$ cat src/rtl/bcp_pkg.sv
package bcp_pkg;

   // Register map on the plain software port (byte addresses, one word each).
   localparam logic [7:0] ADDR_CTRL = 8'h00;
   localparam logic [7:0] ADDR_STATUS = 8'h04;
   localparam logic [7:0] ADDR_WAITS = 8'h08;

   // Field positions.
   localparam int CTRL_IRQ_EN_BIT = 0;
   localparam int ST_HOLD_BIT = 0;
   localparam int ST_TEST_IDLE_BIT = 1;
   localparam int ST_MIN_MODE_BIT = 2;
   localparam int ST_NMI_PEND_BIT = 3;
   localparam int ST_IN_RESET_BIT = 4;
   localparam int ST_STATE_LSB = 8;

   // Values after reset.
   localparam logic CTRL_IRQ_EN_RST = 1'b0;
   localparam logic [15:0] WAITS_RST = 16'h0000;
   localparam logic [31:0] RDATA_RST = 32'h0000_0000;

   // Timing: system clocks per bus state and the point inside t2 where the
   // multiplexed bus has finished floating.
   localparam logic [1:0] PHASE_LAST = 2'h2;
   localparam logic [1:0] PHASE_FLOAT_DONE = 2'h1;

   // Vector type of the non-maskable interrupt.
   localparam logic [7:0] NMI_VECTOR_TYPE = 8'h02;

   // Bus states.
   typedef enum logic [2:0] {
      BS_TI,
      BS_T1,
      BS_T2,
      BS_T3,
      BS_TW,
      BS_T4,
      BS_HOLD
   } bcp_state_t;

   // A bus cycle request from the execution unit.
   typedef struct packed {
      logic is_read;
      logic is_mem;
   } bcp_req_t;

   // Register port request.
   typedef struct packed {
      logic [7:0] addr;
      logic [31:0] wdata;
      logic wr;
      logic rd;
   } bcp_reg_req_t;

endpackage : bcp_pkg

$ cat src/rtl/bcp_bus_ctrl.sv
// Overview of operation
// RULE_01: Read strobe is low in t2, t3 and wait states of a read, else high.
// RULE_02: At the start of t2 read strobe stays high until the bus has floated.
// RULE_03: During bus grant the read strobe floats, pulled to logic one.
// RULE_04: Each read is memory or I/O, chosen by the status line.
// RULE_05: A transfer completes only once the addressed device asserts ready.
// RULE_06: The outside delivers ready already synchronous, meeting setup and hold.
// RULE_07: Ready low at end of t3 or a wait state adds another wait state.
// RULE_08: Maskable request sampled in last instruction cycle starts acknowledge.
// RULE_09: Maskable request is ignored while the interrupt enable flag is clear.
// RULE_10: Maskable request passes an internal synchronizer before use.
// RULE_11: Wait-for-test continues when synchronized test is low, otherwise idles.
// RULE_12: Non-maskable rising edge starts a type 2 interrupt.
// RULE_13: Synchronized reset abandons activity at once; restart on its release.
// RULE_14: Reset source holds reset high at least four clocks after rising.
// RULE_15: Clock source supplies an asymmetric 33 percent duty clock; the testbench clock is symmetric, toggling every 20 ns.
// RULE_16: Mode-select level chooses minimum or maximum mode of control pins.
// RULE_17: In minimum mode the status line is high for memory, low for I/O.
// RULE_18: Bus grant raises hold grant and floats bus and control lines together.
//
// The placing of the registers and the strobed register port were left to the implementer.
`timescale 1ns/100ps
`default_nettype none

module bcp_bus_ctrl (
   input wire logic i_clk_sys,
   input wire logic i_arst_n,
   // Software register port.
   input wire bcp_pkg::bcp_reg_req_t i_reg,
   output logic [31:0] o_reg_rdata,
   // Execution unit side.
   input wire logic i_cyc_req,
   input wire bcp_pkg::bcp_req_t i_cyc,
   input wire logic i_instr_last,
   input wire logic i_wait_test_exec,
   output logic o_cyc_done,
   output logic o_irq_ack_start,
   output logic o_nmi_start,
   output logic [7:0] o_vector_type,
   output logic o_test_continue,
   output logic o_test_idle,
   output logic o_core_run,
   // Pins.
   input wire logic i_ready,
   input wire logic i_maskable_irq,
   input wire logic i_nmi,
   input wire logic i_test_n,
   input wire logic i_reset,
   input wire logic i_mode_select_min_max,
   input wire logic i_hold,
   output logic o_rd_n,
   output logic o_rd_oe_n,
   output logic o_mem_io,
   output logic o_mem_io_oe_n,
   output logic o_status_line_two_n,
   output logic o_hold_grant,
   output logic o_bus_float,
   output logic [2:0] o_bus_state
);

   // Sequencer state and the cycle kind latched when a cycle starts.
   bcp_pkg::bcp_state_t state;
   bcp_pkg::bcp_req_t cur;
   // Position inside the current bus state and the one-in-three bus state enable.
   logic [1:0] phase;
   logic tick;
   // Synchronizer stages; only the second stage is read by the logic, plus the third non-maskable stage for its edge.
   logic rst_s1, rst_s2;
   logic irq_s1, irq_s2;
   logic nmi_s1, nmi_s2, nmi_d;
   logic test_s1, test_s2;
   // Captured mode strap, software enable flag and pending edge request.
   logic min_mode;
   logic irq_en;
   logic nmi_pend;
   // Wait states of the running cycle and of the last finished one.
   logic [15:0] wait_cnt;
   logic [15:0] last_waits;
   // Read strobe value for the next clock.
   logic next_rd_n;

   // Two-stage synchronizers for reset, interrupt and test inputs.
   // The reset stages come up asserted, so the block stays quiet until the pin release has passed.
   // The edge stage resets low like the idle pin, so no false edge follows reset.
   always_ff @(posedge i_clk_sys or negedge i_arst_n) begin
      if (!i_arst_n) begin
         rst_s1 <= 1'b1;
         rst_s2 <= 1'b1;
         irq_s1 <= 1'b0;
         irq_s2 <= 1'b0;
         nmi_s1 <= 1'b0;
         nmi_s2 <= 1'b0;
         nmi_d <= 1'b0;
         test_s1 <= 1'b1;
         test_s2 <= 1'b1;
      end else begin
         rst_s1 <= i_reset;
         rst_s2 <= rst_s1; // RULE_13
         irq_s1 <= i_maskable_irq;
         irq_s2 <= irq_s1; // RULE_10
         nmi_s1 <= i_nmi;
         nmi_s2 <= nmi_s1;
         nmi_d <= nmi_s2;
         test_s1 <= i_test_n;
         test_s2 <= test_s1;
      end
   end

   // Bus state divider: one tick every three system clocks.
   // It restarts while reset is held, so the first bus state after release is a full one.
   always_ff @(posedge i_clk_sys or negedge i_arst_n) begin
      if (!i_arst_n) begin
         phase <= 2'h0;
      end else if (rst_s2 || phase == bcp_pkg::PHASE_LAST) begin
         phase <= 2'h0;
      end else begin
         phase <= phase + 2'h1;
      end
   end

   // Every state decision except the reset return to idle is taken on the last clock of a bus state.
   assign tick = (phase == bcp_pkg::PHASE_LAST);

   // Mode strap is caught while reset is held and kept afterwards.
   always_ff @(posedge i_clk_sys or negedge i_arst_n) begin
      if (!i_arst_n) begin
         min_mode <= 1'b1;
      end else if (rst_s2) begin
         min_mode <= i_mode_select_min_max; // RULE_16
      end
   end

   // Bus state sequencer.
   always_ff @(posedge i_clk_sys or negedge i_arst_n) begin
      if (!i_arst_n) begin
         state <= bcp_pkg::BS_TI;
         cur <= '0;
      end else if (rst_s2) begin
         state <= bcp_pkg::BS_TI; // RULE_13
      end else if (tick) begin
         case (state)
            bcp_pkg::BS_TI: begin
               // A hold request takes priority over a new bus cycle.
               if (i_hold) begin
                  state <= bcp_pkg::BS_HOLD; // RULE_18
               end else if (i_cyc_req) begin
                  state <= bcp_pkg::BS_T1;
                  cur <= i_cyc;
               end
            end
            bcp_pkg::BS_T1: begin
               state <= bcp_pkg::BS_T2;
            end
            bcp_pkg::BS_T2: begin
               state <= bcp_pkg::BS_T3;
            end
            bcp_pkg::BS_T3, bcp_pkg::BS_TW: begin
               // Ready is used as sampled; the source keeps setup and hold.
               if (i_ready) begin // RULE_06
                  state <= bcp_pkg::BS_T4; // RULE_05
               end else begin
                  state <= bcp_pkg::BS_TW; // RULE_07
               end
            end
            bcp_pkg::BS_T4: begin
               // The bus may be handed over straight from t4, with no idle state.
               state <= i_hold ? bcp_pkg::BS_HOLD : bcp_pkg::BS_TI; // RULE_18
            end
            bcp_pkg::BS_HOLD: begin
               // The bus is taken back at the first tick that finds the request gone.
               if (!i_hold) begin
                  state <= bcp_pkg::BS_TI;
               end
            end
            default: begin
               state <= bcp_pkg::BS_TI;
            end
         endcase
      end
   end

   // Read strobe value: low from the float point of t2 through t3 and waits.
   // The strobe is registered and lags the state by one clock, so it stays high for
   // the first two clocks of t2, the time the multiplexed bus needs to float.
   always_comb begin
      next_rd_n = 1'b1;
      if (!rst_s2 && cur.is_read) begin
         case (state)
            bcp_pkg::BS_T2: begin
               next_rd_n = (phase < bcp_pkg::PHASE_FLOAT_DONE); // RULE_02
            end
            bcp_pkg::BS_T3, bcp_pkg::BS_TW: begin
               next_rd_n = 1'b0; // RULE_01
            end
            default: begin
               next_rd_n = 1'b1;
            end
         endcase
      end
   end

   // Pin drivers; floated lines show a pulled-up one with enable high.
   // Every pin is registered so that no decoding glitch reaches the bus.
   always_ff @(posedge i_clk_sys or negedge i_arst_n) begin
      if (!i_arst_n) begin
         o_rd_n <= 1'b1;
         o_rd_oe_n <= 1'b0;
         o_mem_io <= 1'b1;
         o_mem_io_oe_n <= 1'b0;
         o_status_line_two_n <= 1'b1;
         o_hold_grant <= 1'b0;
         o_bus_float <= 1'b0;
         o_bus_state <= 3'h0;
      end else begin
         o_bus_state <= state;
         if (state == bcp_pkg::BS_HOLD) begin
            o_hold_grant <= 1'b1; // RULE_18
            o_bus_float <= 1'b1; // RULE_18
            o_rd_n <= 1'b1; // RULE_03
            o_rd_oe_n <= 1'b1; // RULE_03
            o_mem_io <= 1'b1;
            o_mem_io_oe_n <= 1'b1;
            o_status_line_two_n <= 1'b1;
         end else begin
            o_hold_grant <= 1'b0;
            o_bus_float <= 1'b0;
            o_rd_n <= next_rd_n;
            o_rd_oe_n <= 1'b0;
            o_mem_io_oe_n <= !min_mode; // RULE_16
            // The status line marks each read as memory or I/O.
            // In maximum mode the memory line floats and status line two carries the kind.
            o_mem_io <= min_mode ? cur.is_mem : 1'b1; // RULE_17 RULE_04
            o_status_line_two_n <= min_mode ? 1'b1 : cur.is_mem; // RULE_04
         end
      end
   end

   // Transfer completion and wait-state count.
   // The counter clears on every completion, so one cycle's count never leaks into the next.
   always_ff @(posedge i_clk_sys or negedge i_arst_n) begin
      if (!i_arst_n) begin
         o_cyc_done <= 1'b0;
         wait_cnt <= bcp_pkg::WAITS_RST;
         last_waits <= bcp_pkg::WAITS_RST;
      end else begin
         o_cyc_done <= 1'b0;
         if (rst_s2) begin
            wait_cnt <= bcp_pkg::WAITS_RST;
         end else if (tick && (state == bcp_pkg::BS_T3 || state == bcp_pkg::BS_TW)) begin
            if (i_ready) begin
               o_cyc_done <= 1'b1; // RULE_05
               last_waits <= wait_cnt;
               wait_cnt <= bcp_pkg::WAITS_RST;
            end else begin
               wait_cnt <= wait_cnt + 16'h0001; // RULE_07
            end
         end
      end
   end

   // Interrupt decisions at the last cycle of each instruction.
   // The non-maskable request is served first when both are waiting.
   always_ff @(posedge i_clk_sys or negedge i_arst_n) begin
      if (!i_arst_n) begin
         nmi_pend <= 1'b0;
         o_nmi_start <= 1'b0;
         o_irq_ack_start <= 1'b0;
         o_vector_type <= 8'h00;
      end else begin
         o_nmi_start <= 1'b0;
         o_irq_ack_start <= 1'b0;
         if (rst_s2) begin
            nmi_pend <= 1'b0;
         end else begin
            if (i_instr_last && nmi_pend) begin
               o_nmi_start <= 1'b1; // RULE_12
               o_vector_type <= bcp_pkg::NMI_VECTOR_TYPE; // RULE_12
               nmi_pend <= 1'b0;
            end else if (i_instr_last && irq_s2 && irq_en) begin // RULE_08 RULE_09
               o_irq_ack_start <= 1'b1; // RULE_08
            end
            // A new edge wins over the clear in the same cycle.
            if (nmi_s2 && !nmi_d) begin
               nmi_pend <= 1'b1; // RULE_12
            end
         end
      end
   end

   // Wait-for-test handling and run indication.
   // Both test outputs stay low outside the wait-for-test instruction.
   always_ff @(posedge i_clk_sys or negedge i_arst_n) begin
      if (!i_arst_n) begin
         o_test_continue <= 1'b0;
         o_test_idle <= 1'b0;
         o_core_run <= 1'b0;
      end else begin
         o_core_run <= !rst_s2; // RULE_13
         o_test_continue <= !rst_s2 && i_wait_test_exec && !test_s2; // RULE_11
         o_test_idle <= !rst_s2 && i_wait_test_exec && test_s2; // RULE_11
      end
   end

   // Control register: interrupt enable flag.
   // Reset clears the flag, so maskable interrupts stay off until software sets it again.
   always_ff @(posedge i_clk_sys or negedge i_arst_n) begin
      if (!i_arst_n) begin
         irq_en <= bcp_pkg::CTRL_IRQ_EN_RST;
      end else if (rst_s2) begin
         irq_en <= bcp_pkg::CTRL_IRQ_EN_RST;
      end else if (i_reg.wr && i_reg.addr == bcp_pkg::ADDR_CTRL) begin
         irq_en <= i_reg.wdata[bcp_pkg::CTRL_IRQ_EN_BIT]; // RULE_09
      end
   end

   // Read data stands in the cycle after the read strobe only.
   // Unmapped addresses read as zero, and writes to them are ignored.
   always_ff @(posedge i_clk_sys or negedge i_arst_n) begin
      if (!i_arst_n) begin
         o_reg_rdata <= bcp_pkg::RDATA_RST;
      end else begin
         o_reg_rdata <= bcp_pkg::RDATA_RST;
         if (i_reg.rd) begin
            case (i_reg.addr)
               bcp_pkg::ADDR_CTRL: begin
                  o_reg_rdata[bcp_pkg::CTRL_IRQ_EN_BIT] <= irq_en;
               end
               bcp_pkg::ADDR_STATUS: begin
                  o_reg_rdata[bcp_pkg::ST_HOLD_BIT] <= (state == bcp_pkg::BS_HOLD);
                  o_reg_rdata[bcp_pkg::ST_TEST_IDLE_BIT] <= o_test_idle;
                  o_reg_rdata[bcp_pkg::ST_MIN_MODE_BIT] <= min_mode;
                  o_reg_rdata[bcp_pkg::ST_NMI_PEND_BIT] <= nmi_pend;
                  o_reg_rdata[bcp_pkg::ST_IN_RESET_BIT] <= rst_s2;
                  o_reg_rdata[bcp_pkg::ST_STATE_LSB +: 3] <= state;
               end
               bcp_pkg::ADDR_WAITS: begin
                  o_reg_rdata[15:0] <= last_waits;
               end
               default: begin
                  o_reg_rdata <= bcp_pkg::RDATA_RST;
               end
            endcase
         end
      end
   end

endmodule : bcp_bus_ctrl

`default_nettype wire

$ cat config.mk
export PLATFORM = sky130hd
export DESIGN_NAME = bcp_bus_ctrl
export DESIGN_NICKNAME = d
export VERILOG_FILES = /design/src/rtl/bcp_pkg.sv /design/src/rtl/bcp_bus_ctrl.sv
export SDC_FILE = /design/constraint.sdc
export NUM_CORES = 1
export LEC_CHECK = 0
export ABC_AREA = 1
export BUFFER_PORTS_ARGS = -buffer_cell sky130_fd_sc_hd__buf_2
export CORE_MARGIN = 2
export CORE_UTILIZATION = 45
export DETAILED_ROUTE_END_ITERATION = 7
export PLACE_DENSITY_LB_ADDON = 0.1
export SETUP_SLACK_MARGIN = 0.4
export SLEW_MARGIN = 20
export SYNTH_ARGS = -nofsm -noshare
export SYNTH_HDL_FRONTEND = slang
export SYNTH_SLANG_ARGS = --single-unit
$ cat constraint.sdc
create_clock -name i_clk_sys -period 1.42 [get_ports i_clk_sys]
set_input_delay 0.071 -clock i_clk_sys [delete_from_list [all_inputs] [get_ports i_clk_sys]]
set_output_delay 0.071 -clock i_clk_sys [all_outputs]
set_load 0.03 [all_outputs]
==> results by group, run 1 <==
CTS
  • CTS tree: yes
  • Clock slew at reported path FFs: 90 ps
  • Clk buf depth: 2
  • H-Tree Depth: 3
  • TritonCTS Buffers: 9
  • Clock root buffer: clkbuf_8
  • Worst skew pair latency: 350 ps
  • Clk sinks: 82

Synthesis
  • Mapped Cells: 425
  • Predominant post-synthesis flop cell: dfrtp_1
  • Mapped cell area: 3690 um^2
  • Syn_area_per_cell: 8.68 um^2
  • Netlist cell types: 30
  • Ys Warns: 0
  • Ys async rst share: 1.00
  • Synth Register Bits: 82
  • Sequential fraction of the synthesis area: 0.559
  • Post-synth EDFFs: 0

Floorplan
  • Initial Utilization: 0.456
  • Die area: 8940 um^2
  • Std-Cell Core Area: 8090 um^2
  • Die H: 94.6 um
  • Cell row count: 33
  • Io pins: 112
  • Die Wd: 94.6 um

Timing
  • Tcrit/Tclk final: 0.975
  • Final worst clock skew: 10.7 ps
  • Final hold vios: 0
  • Final setup fails: 0
  • RSZ-0062 raised after global routing: yes
  • Slew Limit Fails: 0
  • Fmax: 0.722 GHz
  • Fin crit period: 1380 ps

Layout
  • Non-Filler Instances: 652
  • Antenna cells: 0
  • Post-layout util: 0.651
  • Share of cells above drive strength 1: 0.406
  • Final nets: 601
  • Leading cell types in the layout, fill and taps excluded: nand2_1 (91), dfrtp_1 (70), buf_2 (48)
  • Area growth syn-to-layout: 42.7%
  • Commonest non-fill, non-tap cell in the layout: nand2_1

Drt
  • DRC viols: 0
  • Vias/cell: 4.73
  • Avg WL per Cell: 13.0 um
  • First-pass iteration count of the detailed router: 4
  • Post-DRT Antenna Nets: 0
  • Detailed Route WL: 8500 um
  • Starting DRT DRC Count: 112
  • Via count: 3084

Place
  • Final Wtd Congestion: 0.893
  • Post-Place Cells: 593
  • Port bufs: 57
  • Hpwl dp: 5490 um

Worst setup path
  • Arrival time of the worst setup path: 1620 ps
  • Setup CP Type: register to register
  • R2r setup slk: 40 ps
  • Endpoint class of the critical path: register
  • Startpoint types: register
  • Required time of the critical path: 1650 ps
  • Highest net fanout along the worst path: 5

Outcome
  • Outcome: finished clean

Power
  • Worst VDD drop: 0.000549 V
  • Leak Pwr: 0.00253 uW
  • Overall power: 6400 uW
  • Cell Pwr Density: 1220 nW/um^2

Global route
  • GR Util All Layers: 0.192
  • Initial antenna violation count: 0
  • Vias in the first global route: 2842
  • Global-route wire length before repair: 13300 um
  • GRT overflow: 0
  • Largest net degree at the start of global routing: 83

Flow run
  • Max Cap Viol: 0

Min path
  • Min-Delay Path Class: input port to register
==> area by class of cell <==
cell class,instances,area [um^2]
Clock buffer,10,138
Clock inverter,6,72.6
Fill cell,656,2830
Inverter,50,210
Multi-Input combinational cell,284,1690
Sequential cell,82,2070
Tap cell,105,131
Timing Repair Buffer,115,957
==> timing repair <==
item	4_1_cts	5_1_grt
cloned	1	0
resized for setup	41	84
hold buffers	13	0
pin swaps	12	27
setup endpoints to repair	58	64
endpoints found under the hold margin	86	0
setup buffers	14	15
==> flip-flops by register name (all words and copies together), names as in the netlist, 2 cells and up <==
| signal | count |
|---|---|
| cur | 2 |
| last_waits | 16 |
| o_bus_state | 3 |
| o_reg_rdata | 16 |
| phase | 2 |
| state | 3 |
| wait_cnt | 16 |
==> path summary, 6_finish.rpt <==
path	startpoint	end	cells past startpoint
min	i_reg[36]	o_reg_rdata[3]$_DFF_PN0_	4
max reg2reg	phase[0]$_DFF_PN0_	wait_cnt[0]$_DFFE_PN0P_	8
max	phase[0]$_DFF_PN0_	wait_cnt[0]$_DFFE_PN0P_	8
max in group asynchronous	i_arst_n	test_s2$_DFF_PN1_	3
min reg2reg	test_s1$_DFF_PN1_	test_s2$_DFF_PN1_	0
min in group asynchronous	i_arst_n	o_mem_io_oe_n$_DFF_PN0_	3
==> through the flow <==
| stage | hold slack (ps) | setup TNS (ps) | instance area (um^2) | setup slack (ps) |
|---|---|---|---|---|
| floorplan | -225 | 0 | 3920 | 138 |
| global placement | 135 | 0 | 4230 | 70.6 |
| detailed placement | 130 | 0 | 4230 | 39.4 |
| CTS | 39.8 | 0 | 4820 | 48.7 |
| global route | 85.1 | -514 | 5270 | -44.6 |
| finish | 77.6 | 0 | 5270 | 35.9 |
==> layer usage <==
| metal | part of all wire | vias to the layer above | track usage | wire length (um) |
|---|---|---|---|---|
| met5 | 0 | - | 0 | 0 |
| met4 | 0.016 | 0 | 0.0568 | 138 |
| met3 | 0.044 | 17 | 0.0447 | 378 |
| met2 | 0.47 | 90 | 0.295 | 3990 |
| met1 | 0.47 | 1437 | 0.272 | 3990 |
| li1 | - | 1540 | - | - |
==> cell families after synthesis <==
kind of cell	count (synthesis)	share of synthesized area
other	1	0.00102
flip-flops	82	0.559
AO/OA/AOI/OAI	33	0.0471
XOR/XNOR	1	0.00237
buffers and inverters	82	0.114
adder cells (fa/ha/maj)	3	0.0102
AND/OR/NAND/NOR	223	0.267
==> cell usage after synthesis (2+ instances only) <==
cell       n  area share
buf_4     26       0.053
o21ai_1   20       0.027
inv_1     48       0.049
nor3_2     2      0.0054
nor2_2     2      0.0034
buf_2      5      0.0068
dfstp_2    8       0.057
inv_2      2      0.0020
nor3_1     2      0.0027
o21ai_0    7      0.0095
a21oi_1    3      0.0041
dfrtp_1   74        0.50
nand2_2    2      0.0034
nor2_1    41       0.042
nand3_1   52       0.071
nand2_1  108        0.11
ha_1       3       0.010
nand4_1    8       0.014
==> report_power, final <==
part           internal (uW)  switching, uW
combinational            836           1100
clock                    883            895
sequential              2540            155
==> worst max-delay path, cell delays in order, from the launching register on <==
cell and delay [ps]:
dfrtp_1 410, inv_2 80, ha_4 160, buf_12 100, nand3_4 90, buf_12 150
nand2_8 80, buf_6 130, o21ai_1 60
Note: power is estimated with default switching activity, not from simulation.
==> inputs of run 2 (changes only) <==
--- a/config.mk
+++ b/config.mk
@@ -13,2 +13,3 @@
 export PLACE_DENSITY_LB_ADDON = 0.1
+export REMOVE_ABC_BUFFERS = 1
 export SETUP_SLACK_MARGIN = 0.4
--- a/constraint.sdc
+++ b/constraint.sdc
@@ -3,2 +3,2 @@
 set_output_delay 0.071 -clock i_clk_sys [all_outputs]
-set_load 0.03 [all_outputs]
+set_load 0.005 [all_outputs]
==> run 2 against run 1 <==
  * The run now ends with negative setup slack left
  * Non-clock buffer count is 12 lower
  * Design area fell by 6.4%
  * Worst hold slack worse by 36 ps
  * Clock power is 13% lower
  * Flip-flop and latch count unchanged
  * Clock-buffer cell count stayed put
  * Global-route usage increased by 0.36 points
  * Wire length fell by 4.9%
  * Utilization fell by 4.1 points
  * Power down 14%
  * Critical endpoint is now state[0]$_DFFE_PN0P_
==> results by group, run 2 (synthesized netlist as in run 1, its figures left out) <==
Outcome
  • Outcome: finished with violations
  • Failing checks: negative setup slack

Power
  • Comb power frac: 0.231
  • Leak Pwr: 0.00239 uW
  • Internal power: 3750 uW
  • Sequential power share: 0.488
  • Switch share: 0.317
  • Cell Pwr Density: 1110 nW/um^2
  • Total net switching power: 1740 uW
  • Clock power frac: 0.280
  • Worst VDD drop: 0.000722 V

CTS
  • CTS tree: yes
  • Clock slew at reported path FFs: 90 ps
  • TritonCTS Buffers: 9
  • Worst skew pair latency: 350 ps
  • Clk buf depth: 2
  • H-Tree Depth: 3
  • Clock root buffer: clkbuf_8
  • Clk sinks: 82

Timing
  • RSZ-0062 raised after global routing: yes
  • Fmax: 0.693 GHz
  • Slew headroom: 0.630
  • Tcrit/Tclk final: 1.02
  • Final setup fails: 3
  • Final hold vios: 0
  • Post-route setup slack: -23.1 ps
  • Slew @ Worst Pin: 553 ps
  • Final worst clock skew: 12.7 ps
  • Fin crit period: 1440 ps
  • Slew Limit Fails: 0

Floorplan
  • Die Wd: 94.6 um
  • Die H: 94.6 um
  • Initial Utilization: 0.456
  • Die area: 8940 um^2
  • Cell row count: 33
  • Std-Cell Core Area: 8090 um^2
  • Io pins: 112

Drt
  • Avg WL per Cell: 12.6 um
  • Vias/cell: 4.66
  • First-pass iteration count of the detailed router: 4
  • Via count: 2980
  • DRC viols: 0
  • Starting DRT DRC Count: 173
  • Detailed Route WL: 8080 um
  • Post-DRT Antenna Nets: 0

Worst setup path
  • Worst path slowest cell: dfstp_2
  • Setup CP Type: register to register
  • Reg-to-reg startpoint: rst_s2$_DFF_PN1_
  • Crit-path cells: clkinvlp_4, buf_4, buf_6, buf_6, nand3_1, nand2_1
  • R2r setup slk: -20 ps
  • Highest net fanout along the worst path: 6
  • Critical Path Max Stage Delay: 600 ps
  • Arrival time of the worst setup path: 1670 ps
  • Required time of the critical path: 1650 ps
  • R2R Path End: state[0]$_DFFE_PN0P_
  • Crit path from: rst_s2$_DFF_PN1_
  • Worst path depth: 6
  • Crit path buf inv count: 4
  • Reg2reg path depth: 6
  • Startpoint types: register
  • Endpoint class of the critical path: register
  • Top cell family by delay on the critical path: flip-flops
  • Cell mode on critical path: buf_6

Layout
  • Area growth syn-to-layout: 33.6%
  • Antenna cells: 0
  • Fin area: 4930 um^2
  • Commonest non-fill, non-tap cell in the layout: nand2_1
  • # fillers: 712
  • Share of cells above drive strength 1: 0.358
  • Leading cell types in the layout, fill and taps excluded: nand2_1 (88), dfrtp_1 (71), buf_2 (56)
  • Biggest registers after layout: last_waits x16, o_reg_rdata x16, wait_cnt x16
  • Non-Filler Instances: 639
  • Post-layout util: 0.609
  • Final nets: 588

Place
  • Final Wtd Congestion: 0.829
  • Cell Area, Placed: 4130 um^2
  • Port bufs: 57
  • Hpwl dp: 5290 um
  • Post-Place Cells: 595
  • Worst slack at placement: -36.8 ps

Min path
  • Hold path start: i_cyc_req
  • Min-Delay Path Class: input port to register
  • Hold Crit Depth: 3
  • Endpoint, Worst Hold: cur[1]$_DFFE_PN0P_

Global route
  • Largest net degree at the start of global routing: 83
  • GR Util All Layers: 0.195
  • Initial antenna violation count: 0
  • GRT overflow: 0
  • Global-route wire length before repair: 13600 um
  • Vias in the first global route: 2881

Flow run
  • Max Cap Viol: 0
[run 2: cell types whose count changed in the layout (fill, tap and decap cells not counted), moves of 5 or more]
cell / before / now
buf_4: 23 / 15
buf_2: 48 / 56
nor2_4: 10 / 5
buf_6: 23 / 13
nand2_2: 15 / 21
nor2_1: 23 / 31
[run 2: repair_timing]
action / CTS / global route
pin swaps: 7 / 10
endpoints found under the setup margin: 55 / 57
gates cloned: 2 / 0
buffers inserted: 8 / 5
endpoints found under the hold margin: 87 / 0
hold buffers: 13 / 0
resized for setup: 68 / 36
[run 2: per-layer routing]
| metal | GRT usage | part of all wire | wire, um |
|---|---|---|---|
| met2 | 0.302 | 0.46 | 3710 |
| met4 | 0.0664 | 0.0087 | 70 |
| met5 | 0 | 0 | 0 |
| met3 | 0.0367 | 0.045 | 366 |
| met1 | 0.277 | 0.49 | 3940 |
[run 2: worst max-delay path by stage]
stage | endpoint | slack (ps)
final | state[0]$_DFFE_PN0P_ | -20
after global routing | state[0]$_DFFE_PN0P_ | -140
after CTS | last_waits[2]$_DFFE_PN0P_ | -30
after detailed placement | last_waits[2]$_DFFE_PN0P_ | -40
after global placement | last_waits[2]$_DFFE_PN0P_ | 5
after floorplan | last_waits[0]$_DFFE_PN0P_ | -240
[run 2: power by group through the flow]
stage | Clock (uW) | Combinational [uW] | Sequential (uW)
after floorplan | 0 | 461 | 2700
after CTS | 1590 | 1120 | 2680
after global placement | 0 | 888 | 2690
final | 1540 | 1270 | 2680
after global routing | 1700 | 1400 | 2700
after detailed placement | 0 | 898 | 2700
[run 2: area by class of cell]
type,count,area (um^2),area share
clock inverter,6,48.8,0.00990
tap,105,131,0.0266
sequential,82,2070,0.419
inverter,50,201,0.0409
clock buffer,10,128,0.0259
multi-input combinational,283,1560,0.316
timing repair buffer,103,800,0.162
[run 2: worst reg2reg max path, stage by stage, from the launching register on]
cell        delay (ps)
dfstp_2            600
clkinvlp_4         190
buf_4              180
buf_6              100
buf_6              120
nand3_1             90
nand2_1             60
[run 2: stage by stage]
step	TNS, ps	hold slack, ps	total power, uW
after floorplan	-4040	-225	3160
after global placement	0	134	3580
after detailed placement	-224	139	3600
after CTS	-236	21.8	5390
after global routing	-2110	34.5	5800
final	-33.2	41.8	5500
